[src/hdl/balu_pkg.sv]
// Constants, operation codes and state types of the byte ALU.
// Assumes a single core clock and that every user imports the whole package.
package balu_pkg;

  // ==========================================================================
  // Widths and flag positions
  localparam int unsigned DATA_W = 8;
  localparam int unsigned FLAG_W = 6;
  localparam int unsigned FLAG_C = 0;
  localparam int unsigned FLAG_Z = 1;
  localparam int unsigned FLAG_N = 2;
  localparam int unsigned FLAG_V = 3;
  localparam int unsigned FLAG_S = 4;
  localparam int unsigned FLAG_H = 5;

  // ==========================================================================
  // Fixed operand values and reset values
  localparam logic [7:0] ZERO_BYTE = 8'h00;
  localparam logic [7:0] ONE_BYTE  = 8'h01;
  localparam logic [7:0] ALL_ONES  = 8'hFF;
  localparam logic [7:0] RES_RST   = 8'h00;
  localparam logic [5:0] FLAGS_RST = 6'h00;

  // ==========================================================================
  // Operation codes
  typedef enum logic [4:0] {
    sum_op                   = 5'h00,
    add_with_carry_op        = 5'h01,
    word_plus_immediate_op   = 5'h02,
    difference_op            = 5'h03,
    minus_immediate_op       = 5'h04,
    difference_carry_op      = 5'h05,
    minus_immediate_carry_op = 5'h06,
    word_minus_immediate_op  = 5'h07,
    conjunction_op           = 5'h08,
    conjunction_immediate_op = 5'h09,
    disjunction_op           = 5'h0A,
    disjunction_immediate_op = 5'h0B,
    exclusive_disjunction_op = 5'h0C,
    invert_all_op            = 5'h0D,
    twos_complement_op       = 5'h0E,
    set_mask_op              = 5'h0F,
    clear_mask_op            = 5'h10,
    plus_one_op              = 5'h11,
    minus_one_op             = 5'h12
  } balu_op_t;

  // Bitwise functions of the logic unit
  typedef enum logic [1:0] {
    LFN_AND = 2'h0,
    LFN_OR  = 2'h1,
    LFN_XOR = 2'h2
  } balu_lfn_t;

  // Which flags an operation touches
  typedef enum logic [2:0] {
    FC_NONE   = 3'h0,
    FC_ARITH  = 3'h1,
    FC_LOGIC  = 3'h2,
    FC_INVERT = 3'h3,
    FC_STEP   = 3'h4
  } balu_fcls_t;

  // Sequencer states
  typedef enum logic {
    ST_IDLE    = 1'b0,
    ST_WORD_HI = 1'b1
  } balu_state_t;

endpackage

[src/hdl/balu_dp_if.sv]
// Interface joining the ALU sequencer to its adder and logic unit.
// Assumes purely combinational leaves on the far side of each modport.
`timescale 1ns/1ps
`default_nettype none
interface balu_dp_if;
  import balu_pkg::*;

  // ==========================================================================
  // Adder group
  logic [7:0] add_a;
  logic [7:0] add_b;
  logic       add_cin;
  logic       add_sub;
  logic [7:0] add_sum;
  logic       add_c;
  logic       add_h;
  logic       add_v;

  // Logic unit group
  balu_lfn_t  lfn;
  logic [7:0] lop_a;
  logic [7:0] lop_b;
  logic [7:0] lop_res;

  modport ctrl (output add_a, add_b, add_cin, add_sub, lfn, lop_a, lop_b,
                input  add_sum, add_c, add_h, add_v, lop_res);
  modport adder (input add_a, add_b, add_cin, add_sub,
                 output add_sum, add_c, add_h, add_v);
  modport logic_unit (input lfn, lop_a, lop_b, output lop_res);
endinterface
`default_nettype wire

[src/hdl/balu_core.sv]
// Byte arithmetic and logic unit: sequencer, status flags and write-back.
// Assumes decoder and register file on the same clock and reset.
//
// Contract
// RL1 - Add and add-with-carry sum two registers, write back and set Z C N V H in one cycle.
// RL2 - Word add of an immediate to a register pair sets Z C N V S and takes two cycles.
// RL3 - Register subtract, with or without carry, sets Z C N V H in one cycle.
// RL4 - Immediate subtract, with or without carry, sets Z C N V H in one cycle.
// RL5 - Word subtract of an immediate from a register pair sets Z C N V S in two cycles.
// RL6 - AND with a register or constant sets only Z N V in one cycle.
// RL7 - OR with a register or constant, or XOR with a register, sets Z N V in one cycle.
// RL8 - Ones complement gives all ones minus the value and sets Z C N V in one cycle.
// RL9 - Twos complement gives zero minus the value and sets Z C N V H in one cycle.
// RL10 - Set-mask ORs an immediate into the register and sets Z N V in one cycle.
// RL11 - Clear-mask ANDs with the inverted mask and sets Z N V in one cycle.
// RL12 - Increment and decrement set Z N V, leave carry alone, in one cycle.
// RL13 - Flags an operation does not name hold, and results land at its last cycle.
`timescale 1ns/1ps
`default_nettype none
module balu_core (
  input  wire logic              clk,
  input  wire logic              reset_n,
  input  wire logic              start,
  input  wire balu_pkg::balu_op_t op,
  input  wire logic [7:0]        dst_val,
  input  wire logic [7:0]        dst_hi_val,
  input  wire logic [7:0]        src_val,
  input  wire logic [7:0]        imm_val,
  input  wire logic              flag_wr,
  input  wire logic [5:0]        flag_in,
  output logic [7:0]             res_lo_q,
  output logic [7:0]             res_hi_q,
  output logic                   wr_lo_q,
  output logic                   wr_hi_q,
  output logic [5:0]             flags_q,
  output logic                   done_q,
  output logic                   busy_q
);
  import balu_pkg::*;

  balu_state_t state_q, state_d;
  logic [7:0]  res_lo_d;
  logic [7:0]  res_hi_d;
  logic        wr_lo_d;
  logic        wr_hi_d;
  logic [5:0]  flags_d;
  logic        done_d;
  logic        busy_d;
  logic [7:0]  wlo_q, wlo_d;
  logic [7:0]  whi_q, whi_d;
  logic        wcy_q, wcy_d;
  logic        wsub_q, wsub_d;
  balu_fcls_t  fcls;
  logic        use_logic;
  logic        word_go;
  logic [7:0]  byte_res;
  logic        idle_go;

  balu_dp_if dp ();

  // ==========================================================================
  // Datapath leaves
  balu_addsub u_addsub (
    .dp (dp)
  );

  balu_logic u_logic (
    .dp (dp)
  );

  // ==========================================================================
  // Operand routing per operation
  always_comb begin
    dp.add_a   = dst_val;
    dp.add_b   = src_val;
    dp.add_cin = 1'b0;
    dp.add_sub = 1'b0;
    dp.lfn     = LFN_AND;
    dp.lop_a   = dst_val;
    dp.lop_b   = src_val;
    fcls       = FC_NONE;
    use_logic  = 1'b0;
    word_go    = 1'b0;
    if (state_q == ST_WORD_HI) begin
      // High byte of a word op: carry ripples in
      dp.add_a   = whi_q;  // [RL2] [RL5]
      dp.add_b   = ZERO_BYTE;
      dp.add_cin = wcy_q;
      dp.add_sub = wsub_q;
    end else if (start) begin
      case (op)
        sum_op: begin
          fcls = FC_ARITH;  // [RL1]
        end
        add_with_carry_op: begin
          dp.add_cin = flags_q[FLAG_C];  // [RL1]
          fcls       = FC_ARITH;
        end
        difference_op: begin
          dp.add_sub = 1'b1;  // [RL3]
          fcls       = FC_ARITH;
        end
        difference_carry_op: begin
          dp.add_sub = 1'b1;  // [RL3]
          dp.add_cin = flags_q[FLAG_C];
          fcls       = FC_ARITH;
        end
        minus_immediate_op: begin
          dp.add_sub = 1'b1;  // [RL4]
          dp.add_b   = imm_val;
          fcls       = FC_ARITH;
        end
        minus_immediate_carry_op: begin
          dp.add_sub = 1'b1;  // [RL4]
          dp.add_b   = imm_val;
          dp.add_cin = flags_q[FLAG_C];
          fcls       = FC_ARITH;
        end
        word_plus_immediate_op, word_minus_immediate_op: begin
          dp.add_b   = imm_val;  // [RL2] [RL5]
          dp.add_sub = (op == word_minus_immediate_op);
          word_go    = 1'b1;
        end
        conjunction_op, conjunction_immediate_op: begin
          dp.lop_b  = (op == conjunction_op) ? src_val : imm_val;  // [RL6]
          use_logic = 1'b1;
          fcls      = FC_LOGIC;
        end
        disjunction_op, disjunction_immediate_op: begin
          dp.lfn    = LFN_OR;  // [RL7]
          dp.lop_b  = (op == disjunction_op) ? src_val : imm_val;
          use_logic = 1'b1;
          fcls      = FC_LOGIC;
        end
        exclusive_disjunction_op: begin
          dp.lfn    = LFN_XOR;  // [RL7]
          use_logic = 1'b1;
          fcls      = FC_LOGIC;
        end
        invert_all_op: begin
          dp.lfn    = LFN_XOR;  // [RL8]
          dp.lop_b  = ALL_ONES;
          use_logic = 1'b1;
          fcls      = FC_INVERT;
        end
        twos_complement_op: begin
          dp.add_a   = ZERO_BYTE;  // [RL9]
          dp.add_b   = dst_val;
          dp.add_sub = 1'b1;
          fcls       = FC_ARITH;
        end
        set_mask_op: begin
          dp.lfn    = LFN_OR;  // [RL10]
          dp.lop_b  = imm_val;
          use_logic = 1'b1;
          fcls      = FC_LOGIC;
        end
        clear_mask_op: begin
          dp.lop_b  = ALL_ONES ^ imm_val;  // [RL11]
          use_logic = 1'b1;
          fcls      = FC_LOGIC;
        end
        plus_one_op, minus_one_op: begin
          dp.add_b   = ONE_BYTE;  // [RL12]
          dp.add_sub = (op == minus_one_op);
          fcls       = FC_STEP;
        end
        default: begin
          fcls = FC_NONE;
        end
      endcase
    end
  end

  // ==========================================================================
  // Next result, write strobes and flags
  always_comb begin
    byte_res = use_logic ? dp.lop_res : dp.add_sum;
    state_d  = state_q;
    res_lo_d = res_lo_q;
    res_hi_d = res_hi_q;
    wr_lo_d  = 1'b0;
    wr_hi_d  = 1'b0;
    flags_d  = flags_q;  // [RL13]
    done_d   = 1'b0;
    wlo_d    = wlo_q;
    whi_d    = whi_q;
    wcy_d    = wcy_q;
    wsub_d   = wsub_q;
    case (state_q)
      ST_IDLE: begin
        if (word_go) begin
          // Low byte now, flags and write-back next cycle
          wlo_d   = dp.add_sum;
          wcy_d   = dp.add_c;
          whi_d   = dst_hi_val;
          wsub_d  = dp.add_sub;
          state_d = ST_WORD_HI;
        end else if (fcls != FC_NONE) begin
          res_lo_d        = byte_res;  // [RL13]
          wr_lo_d         = 1'b1;
          done_d          = 1'b1;
          flags_d[FLAG_Z] = (byte_res == ZERO_BYTE);
          flags_d[FLAG_N] = byte_res[7];
          case (fcls)
            FC_ARITH: begin
              flags_d[FLAG_C] = dp.add_c;  // [RL1] [RL3] [RL4] [RL9]
              flags_d[FLAG_V] = dp.add_v;
              flags_d[FLAG_H] = dp.add_h;
            end
            FC_STEP: begin
              flags_d[FLAG_V] = dp.add_v;  // [RL12]
            end
            FC_INVERT: begin
              flags_d[FLAG_C] = 1'b1;  // [RL8]
              flags_d[FLAG_V] = 1'b0;
            end
            default: begin
              flags_d[FLAG_V] = 1'b0;  // [RL6] [RL7] [RL10] [RL11]
            end
          endcase
        end else if (flag_wr) begin
          flags_d = flag_in;
        end
      end
      ST_WORD_HI: begin
        res_lo_d        = wlo_q;  // [RL2] [RL5]
        res_hi_d        = dp.add_sum;
        wr_lo_d         = 1'b1;
        wr_hi_d         = 1'b1;
        done_d          = 1'b1;
        flags_d[FLAG_Z] = ({dp.add_sum, wlo_q} == {ZERO_BYTE, ZERO_BYTE});
        flags_d[FLAG_C] = dp.add_c;
        flags_d[FLAG_N] = dp.add_sum[7];
        flags_d[FLAG_V] = dp.add_v;
        flags_d[FLAG_S] = dp.add_sum[7] ^ dp.add_v;
        state_d         = ST_IDLE;
      end
      default: begin
        state_d = ST_IDLE;
      end
    endcase
    busy_d = (state_d == ST_WORD_HI);
  end

  // ==========================================================================
  // State registers
  always_ff @(posedge clk or negedge reset_n) begin
    if (!reset_n) begin
      state_q  <= ST_IDLE;
      res_lo_q <= RES_RST;
      res_hi_q <= RES_RST;
      wr_lo_q  <= 1'b0;
      wr_hi_q  <= 1'b0;
      flags_q  <= FLAGS_RST;
      done_q   <= 1'b0;
      busy_q   <= 1'b0;
      wlo_q    <= RES_RST;
      whi_q    <= RES_RST;
      wcy_q    <= 1'b0;
      wsub_q   <= 1'b0;
    end else begin
      state_q  <= state_d;
      res_lo_q <= res_lo_d;
      res_hi_q <= res_hi_d;
      wr_lo_q  <= wr_lo_d;
      wr_hi_q  <= wr_hi_d;
      flags_q  <= flags_d;
      done_q   <= done_d;
      busy_q   <= busy_d;
      wlo_q    <= wlo_d;
      whi_q    <= whi_d;
      wcy_q    <= wcy_d;
      wsub_q   <= wsub_d;
    end
  end

  // ==========================================================================
  // Checks
  assign idle_go = start && (state_q == ST_IDLE);
endmodule // balu_core
`default_nettype wire

[src/hdl/balu_addsub.sv]
// Byte adder and subtractor with carry, half carry and overflow.
// Assumes borrow-style carry out for subtraction, as the core's flags expect.
`timescale 1ns/1ps
`default_nettype none
module balu_addsub (
  balu_dp_if.adder dp
);
  import balu_pkg::*;

  logic [7:0] eff_b;
  logic       eff_c;
  logic [8:0] full;
  logic [4:0] half;

  // ==========================================================================
  // Subtract as a plus inverted b plus inverted borrow
  always_comb begin
    eff_b      = dp.add_sub ? ~dp.add_b : dp.add_b;
    eff_c      = dp.add_sub ? ~dp.add_cin : dp.add_cin;
    full       = {1'b0, dp.add_a} + {1'b0, eff_b} + {8'h00, eff_c};
    half       = {1'b0, dp.add_a[3:0]} + {1'b0, eff_b[3:0]} + {4'h0, eff_c};
    dp.add_sum = full[7:0];
    dp.add_c   = full[8] ^ dp.add_sub;  // Borrow when subtracting
    dp.add_h   = half[4] ^ dp.add_sub;
    dp.add_v   = (dp.add_a[7] == eff_b[7]) && (full[7] != dp.add_a[7]);
  end

endmodule // balu_addsub
`default_nettype wire

[src/hdl/balu_logic.sv]
// Bitwise AND, OR and XOR unit of the byte ALU.
// Assumes the sequencer forms inverted masks and constants itself.
`timescale 1ns/1ps
`default_nettype none
module balu_logic (
  balu_dp_if.logic_unit dp
);
  import balu_pkg::*;

  // ==========================================================================
  // Function select
  always_comb begin
    case (dp.lfn)
      LFN_AND: dp.lop_res = dp.lop_a & dp.lop_b;
      LFN_OR:  dp.lop_res = dp.lop_a | dp.lop_b;
      LFN_XOR: dp.lop_res = dp.lop_a ^ dp.lop_b;
      default: dp.lop_res = dp.lop_a;
    endcase
  end

endmodule // balu_logic
`default_nettype wire

[config.mk]
export PLATFORM = sky130hd
export DESIGN_NAME = balu_core
export DESIGN_NICKNAME = d
export VERILOG_FILES = /design/src/hdl/balu_pkg.sv /design/src/hdl/balu_dp_if.sv /design/src/hdl/balu_core.sv /design/src/hdl/balu_addsub.sv /design/src/hdl/balu_logic.sv
export SDC_FILE = /design/constraint.sdc
export NUM_CORES = 1
export LEC_CHECK = 0
export BUFFER_PORTS_ARGS = -buffer_cell sky130_fd_sc_hd__buf_2
export CELL_PAD_IN_SITES_DETAIL_PLACEMENT = 0
export CELL_PAD_IN_SITES_GLOBAL_PLACEMENT = 2
export CORE_MARGIN = 5
export CORE_UTILIZATION = 37
export DETAILED_ROUTE_END_ITERATION = 12
export PLACE_DENSITY = 0.9
export SYNTH_ARGS = -nofsm -noshare
export SYNTH_HDL_FRONTEND = slang
export SYNTH_HIERARCHICAL = 1
export SYNTH_SLANG_ARGS = --single-unit
export TNS_END_PERCENT = 30
[constraint.sdc]
create_clock -name clk -period 10.8 [get_ports clk]
set_clock_uncertainty 0.1 [all_clocks]
set_input_delay 2.16 -clock clk [delete_from_list [all_inputs] [get_ports clk]]
set_output_delay 2.16 -clock clk [all_outputs]
set_load 0.01 [all_outputs]
# [Yosys cells after proc, flatten, opt, wreduce, memory -nomap -nowiden]
# Index checks and enable logic that the tools add are counted.
[totals] regBits=43
[classes] bitwise_logic=11 n_eq_ne=32 reduce_logical=26 n_addsub=4 mux=51
[ops] operator="$mux 8" n=13
[ops] operator="$pmux 8 s3" n=2
[ops] operator="$eq 5x4->1 const B" n=8
[ops] operator="$pmux 8 s5" n=1
[ops] operator="$eq 5x3->1 const B" n=4
[ops] operator="$mux 1" n=20
[ops] operator="$logic_not 16->1" n=1
[ops] operator="$not 8->8" n=2
[ops] operator="$pmux 8 s2" n=1
[ops] operator="$eq 5x5->1 const B" n=3
[ops] operator="$reduce_or 7->1" n=2
[ops] operator="$pmux 3 s4" n=1
[ops] operator="$reduce_or 2->1" n=6
[ops] operator="$eq 5x2->1 const B" n=2
[ops] operator="$pmux 5 s2" n=1
[ops] operator="$add 8x8->9" n=1
[ops] operator="$add 9x1->9" n=1
[ops] operator="$and 8x8->8" n=1
[ops] operator="$logic_not 8->1" n=1
[ops] operator="$ne 2x2->1 const B" n=4
[ops] operator="$or 8x8->8" n=1
[ops] operator="$reduce_or 8->1" n=1
[ops] operator="$xor 8x8->8" n=1
[ops] operator="$mux 3" n=2
[ops] operator="33 further kinds" n=44

# [Depth between registers and ports, before layout]
# Gate-level depths: netlist (run 1).
[depth] depth_word=15 depth_mapped=19 depth_no_buf=17

# [Cells and area by module]
# Netlist (run 1), hierarchy kept.
[modules_own_cells] mod="balu_core" instances=1 cells_per_inst=328 seq_area_each_um2=1076.0 area_each_um2=2922.8
[modules_own_cells] mod="balu_logic" instances=1 cells_per_inst=50 seq_area_each_um2=0.0 area_each_um2=493.0
[modules_own_cells] mod="balu_addsub" instances=1 cells_per_inst=50 seq_area_each_um2=0.0 area_each_um2=424.2

# [Worst setup path before layout (run 1)]
# No wires, ideal clock.
[synth_path] path_kind="input to register" startpoint="in op[4]" endpoint="reg flags_q[1]" t_arrival_ns=5.940 t_required_ns=10.621 stages=17 slack_ns=4.680 path_cell_list="buf_2 > or3_4 > a221oi_4 > nor2_1 > a311oi_1 > xor2_1 > fa_1 > fa_1 > a211oi_1 > o21bai_1 > a21oi_1 > xnor2_1 > or4_1 > nor2_1 > nor4b_1 > a32oi_1 > a2bb2oi_1"
[synth_via] elab_chain_cells=14 word_cells_on_any_way=83
[synth_rtl] item="start: declaration" line="balu_core.sv:24" source="input wire balu_pkg::balu_op_t op,"
[synth_rtl] item="$eq 5x3->1, or another cell as far along" line="balu_core.sv:91" source="case (op)"
[synth_rtl] item="$reduce_or 4->1 (no source line) or $reduce_or 2->1 (tied branches)"
[synth_rtl] item="$pmux 8 s3 (*)" line="balu_core.sv:91"
[synth_rtl] item="$mux 8 (*)" line="balu_core.sv:90" source="end else if (start) begin"
[synth_rtl] item="$mux 8 (*)" line="balu_core.sv:84" source="if (state_q == ST_WORD_HI) begin"
[synth_rtl] item="via dp.add_b[0]" line="balu_dp_if.sv:11" source="logic [7:0] add_b;"
[synth_rtl] item="$not 8->8" line="balu_addsub.sv:18" source="eff_b = dp.add_sub ? ~dp.add_b : dp.add_b;"
[synth_rtl] item="$mux 8 (*)" line="balu_addsub.sv:18"
[synth_rtl] item="$add 8x8->9 (*)" line="balu_addsub.sv:20" source="full = {1'b0, dp.add_a} + {1'b0, eff_b} + {8'h00, eff_c};"
[synth_rtl] item="$add 9x1->9 (*)" line="balu_addsub.sv:20"
[synth_rtl] item="via dp.add_sum[6]" line="balu_dp_if.sv:14" source="logic [7:0] add_sum;"
[synth_rtl] item="$mux 8" line="balu_core.sv:178" source="byte_res = use_logic ? dp.lop_res : dp.add_sum;"
[synth_rtl] item="$logic_not 8->1" line="balu_core.sv:203" source="flags_d[FLAG_Z] = (byte_res == ZERO_BYTE);"
[synth_rtl] item="$mux 4" line="balu_core.sv:199" source="end else if (fcls != FC_NONE) begin"
[synth_rtl] item="$mux 5" line="balu_core.sv:192" source="if (word_go) begin"
[synth_rtl] item="$pmux 5 s2 (*)" line="balu_core.sv:190" source="case (state_q)"
[synth_rtl] item="end signal: assignment" line="balu_core.sv:268" source="flags_q <= flags_d;"
[synth_rtl] item="end: declaration" line="balu_core.sv:35" source="output logic [5:0] flags_q,"
# The timed path passes the listed nets; every way through them passes the cells marked *. The select of a mux whose other input is x is not followed.
# A chain may end at the register's enable or synchronous reset.

# [Worst setup path in the final report (run 1)]
[layout_path] startpoint="in op[0]" endpoint="reg flags_q[1]"
# Same word-level chain as after synthesis.

==> results_dict.tcl, run 1 <==
set metrics [dict create \
    io_buffers 72 \
    outcome "complete, no violations" \
    p_leak_nw 2.01 \
    cp_data_required_time_ns 10.92 \
    ios 73 \
    postSynthAreaPerCell_um2 8.97 \
    post-route-period-util 0.624 \
    finalNetCount 557 \
    power_switching_share 0.341 \
    min_path_type "flip-flop to flip-flop" \
    crit_start "op[0]" \
    grt_pass1_vias 3578 \
    syn_area_mm2 0.00384 \
    drtIter0Drc 159 \
    avgRoutedWirePerCell_um 17.5 \
    period_needed_ns 6.74 \
    cp_max_fo 16 \
    die_area_mm2 0.0125 \
    worstRegToRegCells 14 \
    whs_ns 0.402 \
    setup_viol 0 \
    ant_nets 0 \
    rsz0062_at_grt "false" \
    dp_slack_ns 3.77 \
    end_kind "flip-flop" \
    finish.instance_area_mm2 0.00437 \
    synthTopCellsByCount "nand2_1, dfrtp_1, nor2_1, inv_1, mux2_2" \
    synth_top_cell_area_share 0.280 \
    hold_viol_final 0 \
    area_growth_pct 13.8 \
    ys_types 63 \
    cts_resized 0 \
    dp_hpwl_um 8490 \
    via_per_inst 5.60 \
    cts-htree-levels 2 \
    clock_insertion_delay_worst_skew_ns 0.29 \
    hold_path_depth 2 \
    antenna_found_initial 0 \
    drv_cap 0 \
    die_h_um 112 \
    clockPowerShare 0.230 \
    p_int_mw 0.425 \
    endpoint "flags_q[1]" \
    dpl_cell_area_mm2 0.00424 \
    numCtsBuffers 5 \
    gp_congestion 0.878 \
    clock-root-buffer "clkbuf_8" \
    comb_power_share 0.388 \
    post_cts_buffers 0 \
    power.density_mw_per_mm2 147 \
    ys_ff_latch 43 \
    track_usage 0.176 \
    drc 0 \
    tritoncts "yes" \
    yosys.area.top_type "dfrtp_1" \
    antenna_cells 0 \
    ys_seq_area_frac 0.280 \
    synth_nets 500 \
    first_pass_iters 5 \
    coreArea_mm2 0.0102 \
    r2r-end "flags_q[1]" \
    async_flop_share 1.00 \
    seqPwrFrac 0.382 \
    clkTransAtPathRegs_ns 0.08 \
    overflow 0 \
    cts_buffer_depth 2 \
    die_w_um 112 \
    nFillCells 1043 \
    slew_headroom 0.176 \
    p_sw_mw 0.219 \
    grt_pass1_wl_um 18300 \
    synthTopCellsByArea "dfrtp_1, mux2_2, ha_1" \
    final.setup.tns_ns 0 \
    synth_edf_count 0 \
    hp-start "wlo_q[4]" \
    peakVddDrop_mv 0.0876 \
    syn_inst 428 \
    totalWireLength_um 10900 \
    placementRows 37 \
    setup.worst_path.class "primary input to flip-flop" \
    cts_hold_buf 0 \
    layout_setup_ws_ns 4.06 \
    cp.arrival_ns 6.86 \
    r2r_setup_slack_ns 6.07 \
    grt_max_degree 62 \
    worst_pin_slew_ns 1.22 \
    yosysMostFrequentCell "nand2_1" \
    final_max_slew_viol_count 0 \
    ys_warn_count 6 \
    initial_core_util 0.375 \
    final_layout_size_suffix_gt1_frac 0.270 \
    route.vias.total 3482 \
    cp-start-kind "primary input" \
    r2r-start "state_q" \
    ys.flop_type "dfrtp_1" \
    cts.sinks 43 \
    clock.fmax_mhz 148 \
]
-- layout make-up --
| type | instances | area (um2) | area share |
|---|---|---|---|
| inverters | 32 | 123 | 0.0281 |
| flip-flops and latches | 43 | 1080 | 0.247 |
| well taps | 136 | 170 | 0.0389 |
| repair buffers | 74 | 375 | 0.0859 |
| clock inverters | 2 | 60.1 | 0.0137 |
| multi-input cells | 329 | 2490 | 0.570 |
| clock buffers | 6 | 72.6 | 0.0166 |
-- placed cells by master, fill, tap and decap left out, types with 3 or more instances in the layout --
cell type  netlist  layout
nor3_1           7       7
a22oi_1          7       7
o22ai_1          7       7
a211oi_1        15      15
a21o_1           4       4
mux4_2           8       8
o21bai_1         3       3
dfrtp_1         43      42
and3_1          13      13
inv_1           31      31
a31oi_1          4       4
nand2b_1         4       4
or4_1            4       4
mux2_2          30      30
ha_1            23      23
a21oi_1         14      14
nor2b_1          5       5
buf_2            6      72
nor2_1          37      37
o31ai_1          8       8
clkbuf_8         0       5
a32oi_1          3       3
xor2_1          10      10
o21ai_0         21      21
xnor2_1          8       8
a22o_1           8       8
nand2_1         45      45
-- metrics by stage --
stage               instances  utilization  power, mW
detailed placement        614        0.414      0.501
floorplan                 428            -      0.411
global route              622        0.427      0.690
CTS                       622        0.427      0.650
finish                    622        0.427      0.644
global placement          614        0.414      0.497
-- flip-flops by register name, indices dropped and copies added (netlist names) --
signal / cells
state_q: 1
wr_hi_q: 1
wsub_q: 1
wlo_q: 8
wcy_q: 1
done_q: 1
res_hi_q: 8
flags_q: 6
res_lo_q: 8
whi_q: 8
-- worst max-delay path, stage by stage --
cell and delay, ns:
buf_2 0.17, nor2b_1 0.21, or3_4 0.36, a221oi_4 0.61, nor2_1 0.08, a311oi_1 0.32
xor2_1 0.14, fa_1 0.48, fa_1 0.44, a211oi_1 0.30, o21bai_1 0.12, a21oi_1 0.18
xnor2_1 0.13, or4_1 0.45, nor2_1 0.15, nor4b_1 0.30, a32oi_1 0.09, a2bb2oi_1 0.15
-- power by group through the flow --
stage	logic [mW]	clock network, mW	registers [mW]
6_report	0.250	0.148	0.246
5_1_grt	0.279	0.157	0.254
4_1_cts	0.254	0.151	0.246
3_5_place_dp	0.252	0	0.249
3_3_place_gp	0.250	0	0.247
2_1_floorplan	0.155	0	0.256
-- routing by layer --
metal	vias to the layer above	GRT usage	routed length (um)
li1	1667	-	-
met1	1701	0.236	4860
met2	93	0.291	5230
met3	21	0.0288	514
met4	0	0.0527	290
met5	-	0	0
-- how the worst min path moves through the flow --
| stage | endpoint | slack, ns |
|---|---|---|
| 2_1_floorplan | res_lo_q[6] | 0.36 |
| 3_3_place_gp | res_lo_q[4] | 0.38 |
| 3_5_place_dp | res_lo_q[4] | 0.38 |
| 4_1_cts | res_lo_q[4] | 0.40 |
| 5_1_grt | whi_q[3] | 0.43 |
| 6_report | res_lo_q[4] | 0.40 |
-- cell families after synthesis --
group,synth area share
xor gates and xnor gates,0.0411
buffers and inverters,0.0710
muxes,0.138
AOI/OAI and AO/OA,0.211
adders and majority gates,0.0854
DFF,0.280
and+or+nand+nor,0.174
(Power assumes the default switching activity.)
==> run 2: changes to the inputs <==
- CORE_UTILIZATION: 37 -> 31
- PLACE_DENSITY: 0.9 -> 0.81
- clock period: 10.8 -> 5.5 ns (I/O delays scaled with it)
==> results_dict.tcl, run 2 (same netlist as run 1, synthesis figures left out) <==
set metrics [dict create \
    period_needed_ns 5.17 \
    slew_headroom 0.217 \
    area_growth_pct 19.2 \
    end_kind "flip-flop" \
    tritoncts "yes" \
    clock_insertion_delay_worst_skew_ns 0.28 \
    hold_path_depth 1 \
    peakVddDrop_mv 0.122 \
    clkTransAtPathRegs_ns 0.06 \
    met1_usage 0.208 \
    dp_hpwl_um 9080 \
    first_pass_iters 4 \
    die_h_um 121 \
    die_area_mm2 0.0147 \
    cts-htree-levels 2 \
    final_max_slew_viol_count 0 \
    most-common-layout-cells "buf_2, nand2_1, dfrtp_1" \
    initial_core_util 0.318 \
    grt_pass1_vias 3566 \
    rsz0062_at_grt "false" \
    layout_commonest_cell "buf_2" \
    via_per_inst 5.25 \
    cp_max_fo 13 \
    power.density_mw_per_mm2 294 \
    grt.met2_usage 0.268 \
    min_path_type "flip-flop to flip-flop" \
    grt_pass1_wl_um 18600 \
    clock.fmax_mhz 193 \
    antenna_cells 0 \
    ant_nets 0 \
    cts_resized 0 \
    totalWireLength_um 11600 \
    clock-root-buffer "clkbuf_16" \
    grt_busiest_layer "met2" \
    hold_viol_final 0 \
    drv_cap 0 \
    drtIter0Drc 259 \
    io_buffers 72 \
    ios 73 \
    gp_congestion 0.878 \
    outcome "complete, no violations" \
    overflow 0 \
    setup.worst_path.class "primary input to flip-flop" \
    post_cts_buffers 0 \
    whs_ns 0.402 \
    cp.arrival_ns 5.28 \
    die_w_um 121 \
    placementRows 40 \
    numCtsBuffers 5 \
    finalNetCount 574 \
    cp_data_required_time_ns 5.61 \
    drc 0 \
    cts_hold_buf 0 \
    final.setup.tns_ns 0 \
    setup_viol 0 \
    post-route-period-util 0.940 \
    cts.sinks 43 \
    route.vias.total 3521 \
    met3_usage 0.0359 \
    track_usage 0.157 \
    avgRoutedWirePerCell_um 17.2 \
    p_leak_nw 2.11 \
    coreArea_mm2 0.0121 \
    worstRegToRegCells 16 \
    grt_max_degree 44 \
    antenna_found_initial 0 \
    r2r_setup_slack_ns 1.24 \
    final_layout_size_suffix_gt1_frac 0.296 \
    cts_buffer_depth 2 \
    worst_pin_slew_ns 1.16 \
    cp-start-kind "primary input" \
    totalPowerFinal_mw 1.35 \
]
[run 2: cell type report]
cell class / instances / area [um2]
repair buffers: 91 / 503
fillers: 1256 / 7480
well taps: 168 / 210
clock inverters: 2 / 35.0
multi-input cells: 329 / 2490
flip-flops and latches: 43 / 1080
inverters: 32 / 123
clock buffers: 6 / 139
[run 2: layer usage]
metal,wire [um],share of wire
met2,5640,0.49
met1,5160,0.45
met5,0,0
met4,59,0.0051
met3,713,0.062
[run 2: path summary, 6_finish.rpt]
check / start / endpoint
min reg2reg: res_hi_q[2] / res_hi_q[2]
max: op[1] / flags_q[1]
max reg2reg: state_q / flags_q[1]
min in group asynchronous: reset_n / done_q
min: res_hi_q[2] / res_hi_q[2]
max in group asynchronous: reset_n / state_q
[run 2: where the power goes]
group          total, mW  internal (mW)  switching, mW
combinational      0.512          0.248          0.264
clock              0.348          0.226          0.123
sequential         0.485          0.421         0.0636
[run 2: stage by stage]
| step | instance area (um2) | cells | util | setup slack (ns) |
|---|---|---|---|---|
| floorplan | 3840 | 428 | - | 0.440 |
| global placement | 4400 | 663 | 0.365 | 0.209 |
| detailed placement | 4400 | 663 | 0.365 | 0.0910 |
| CTS | 4580 | 671 | 0.380 | 0.374 |
| global route | 4580 | 671 | 0.380 | 0.110 |
| finish | 4580 | 671 | 0.380 | 0.329 |
[run 2: worst max-delay path, cell delays in order]
cell	delay (ns)
buf_2	0.21
nor2b_1	0.10
or3_4	0.34
a221oi_4	0.29
nor2_1	0.06
a311oi_1	0.33
xor2_1	0.15
fa_1	0.47
fa_1	0.44
a211oi_1	0.32
o21bai_1	0.12
a21oi_1	0.23
xnor2_1	0.11
or4_1	0.42
nor2_1	0.13
nor4b_1	0.23
a32oi_1	0.09
a2bb2oi_1	0.15
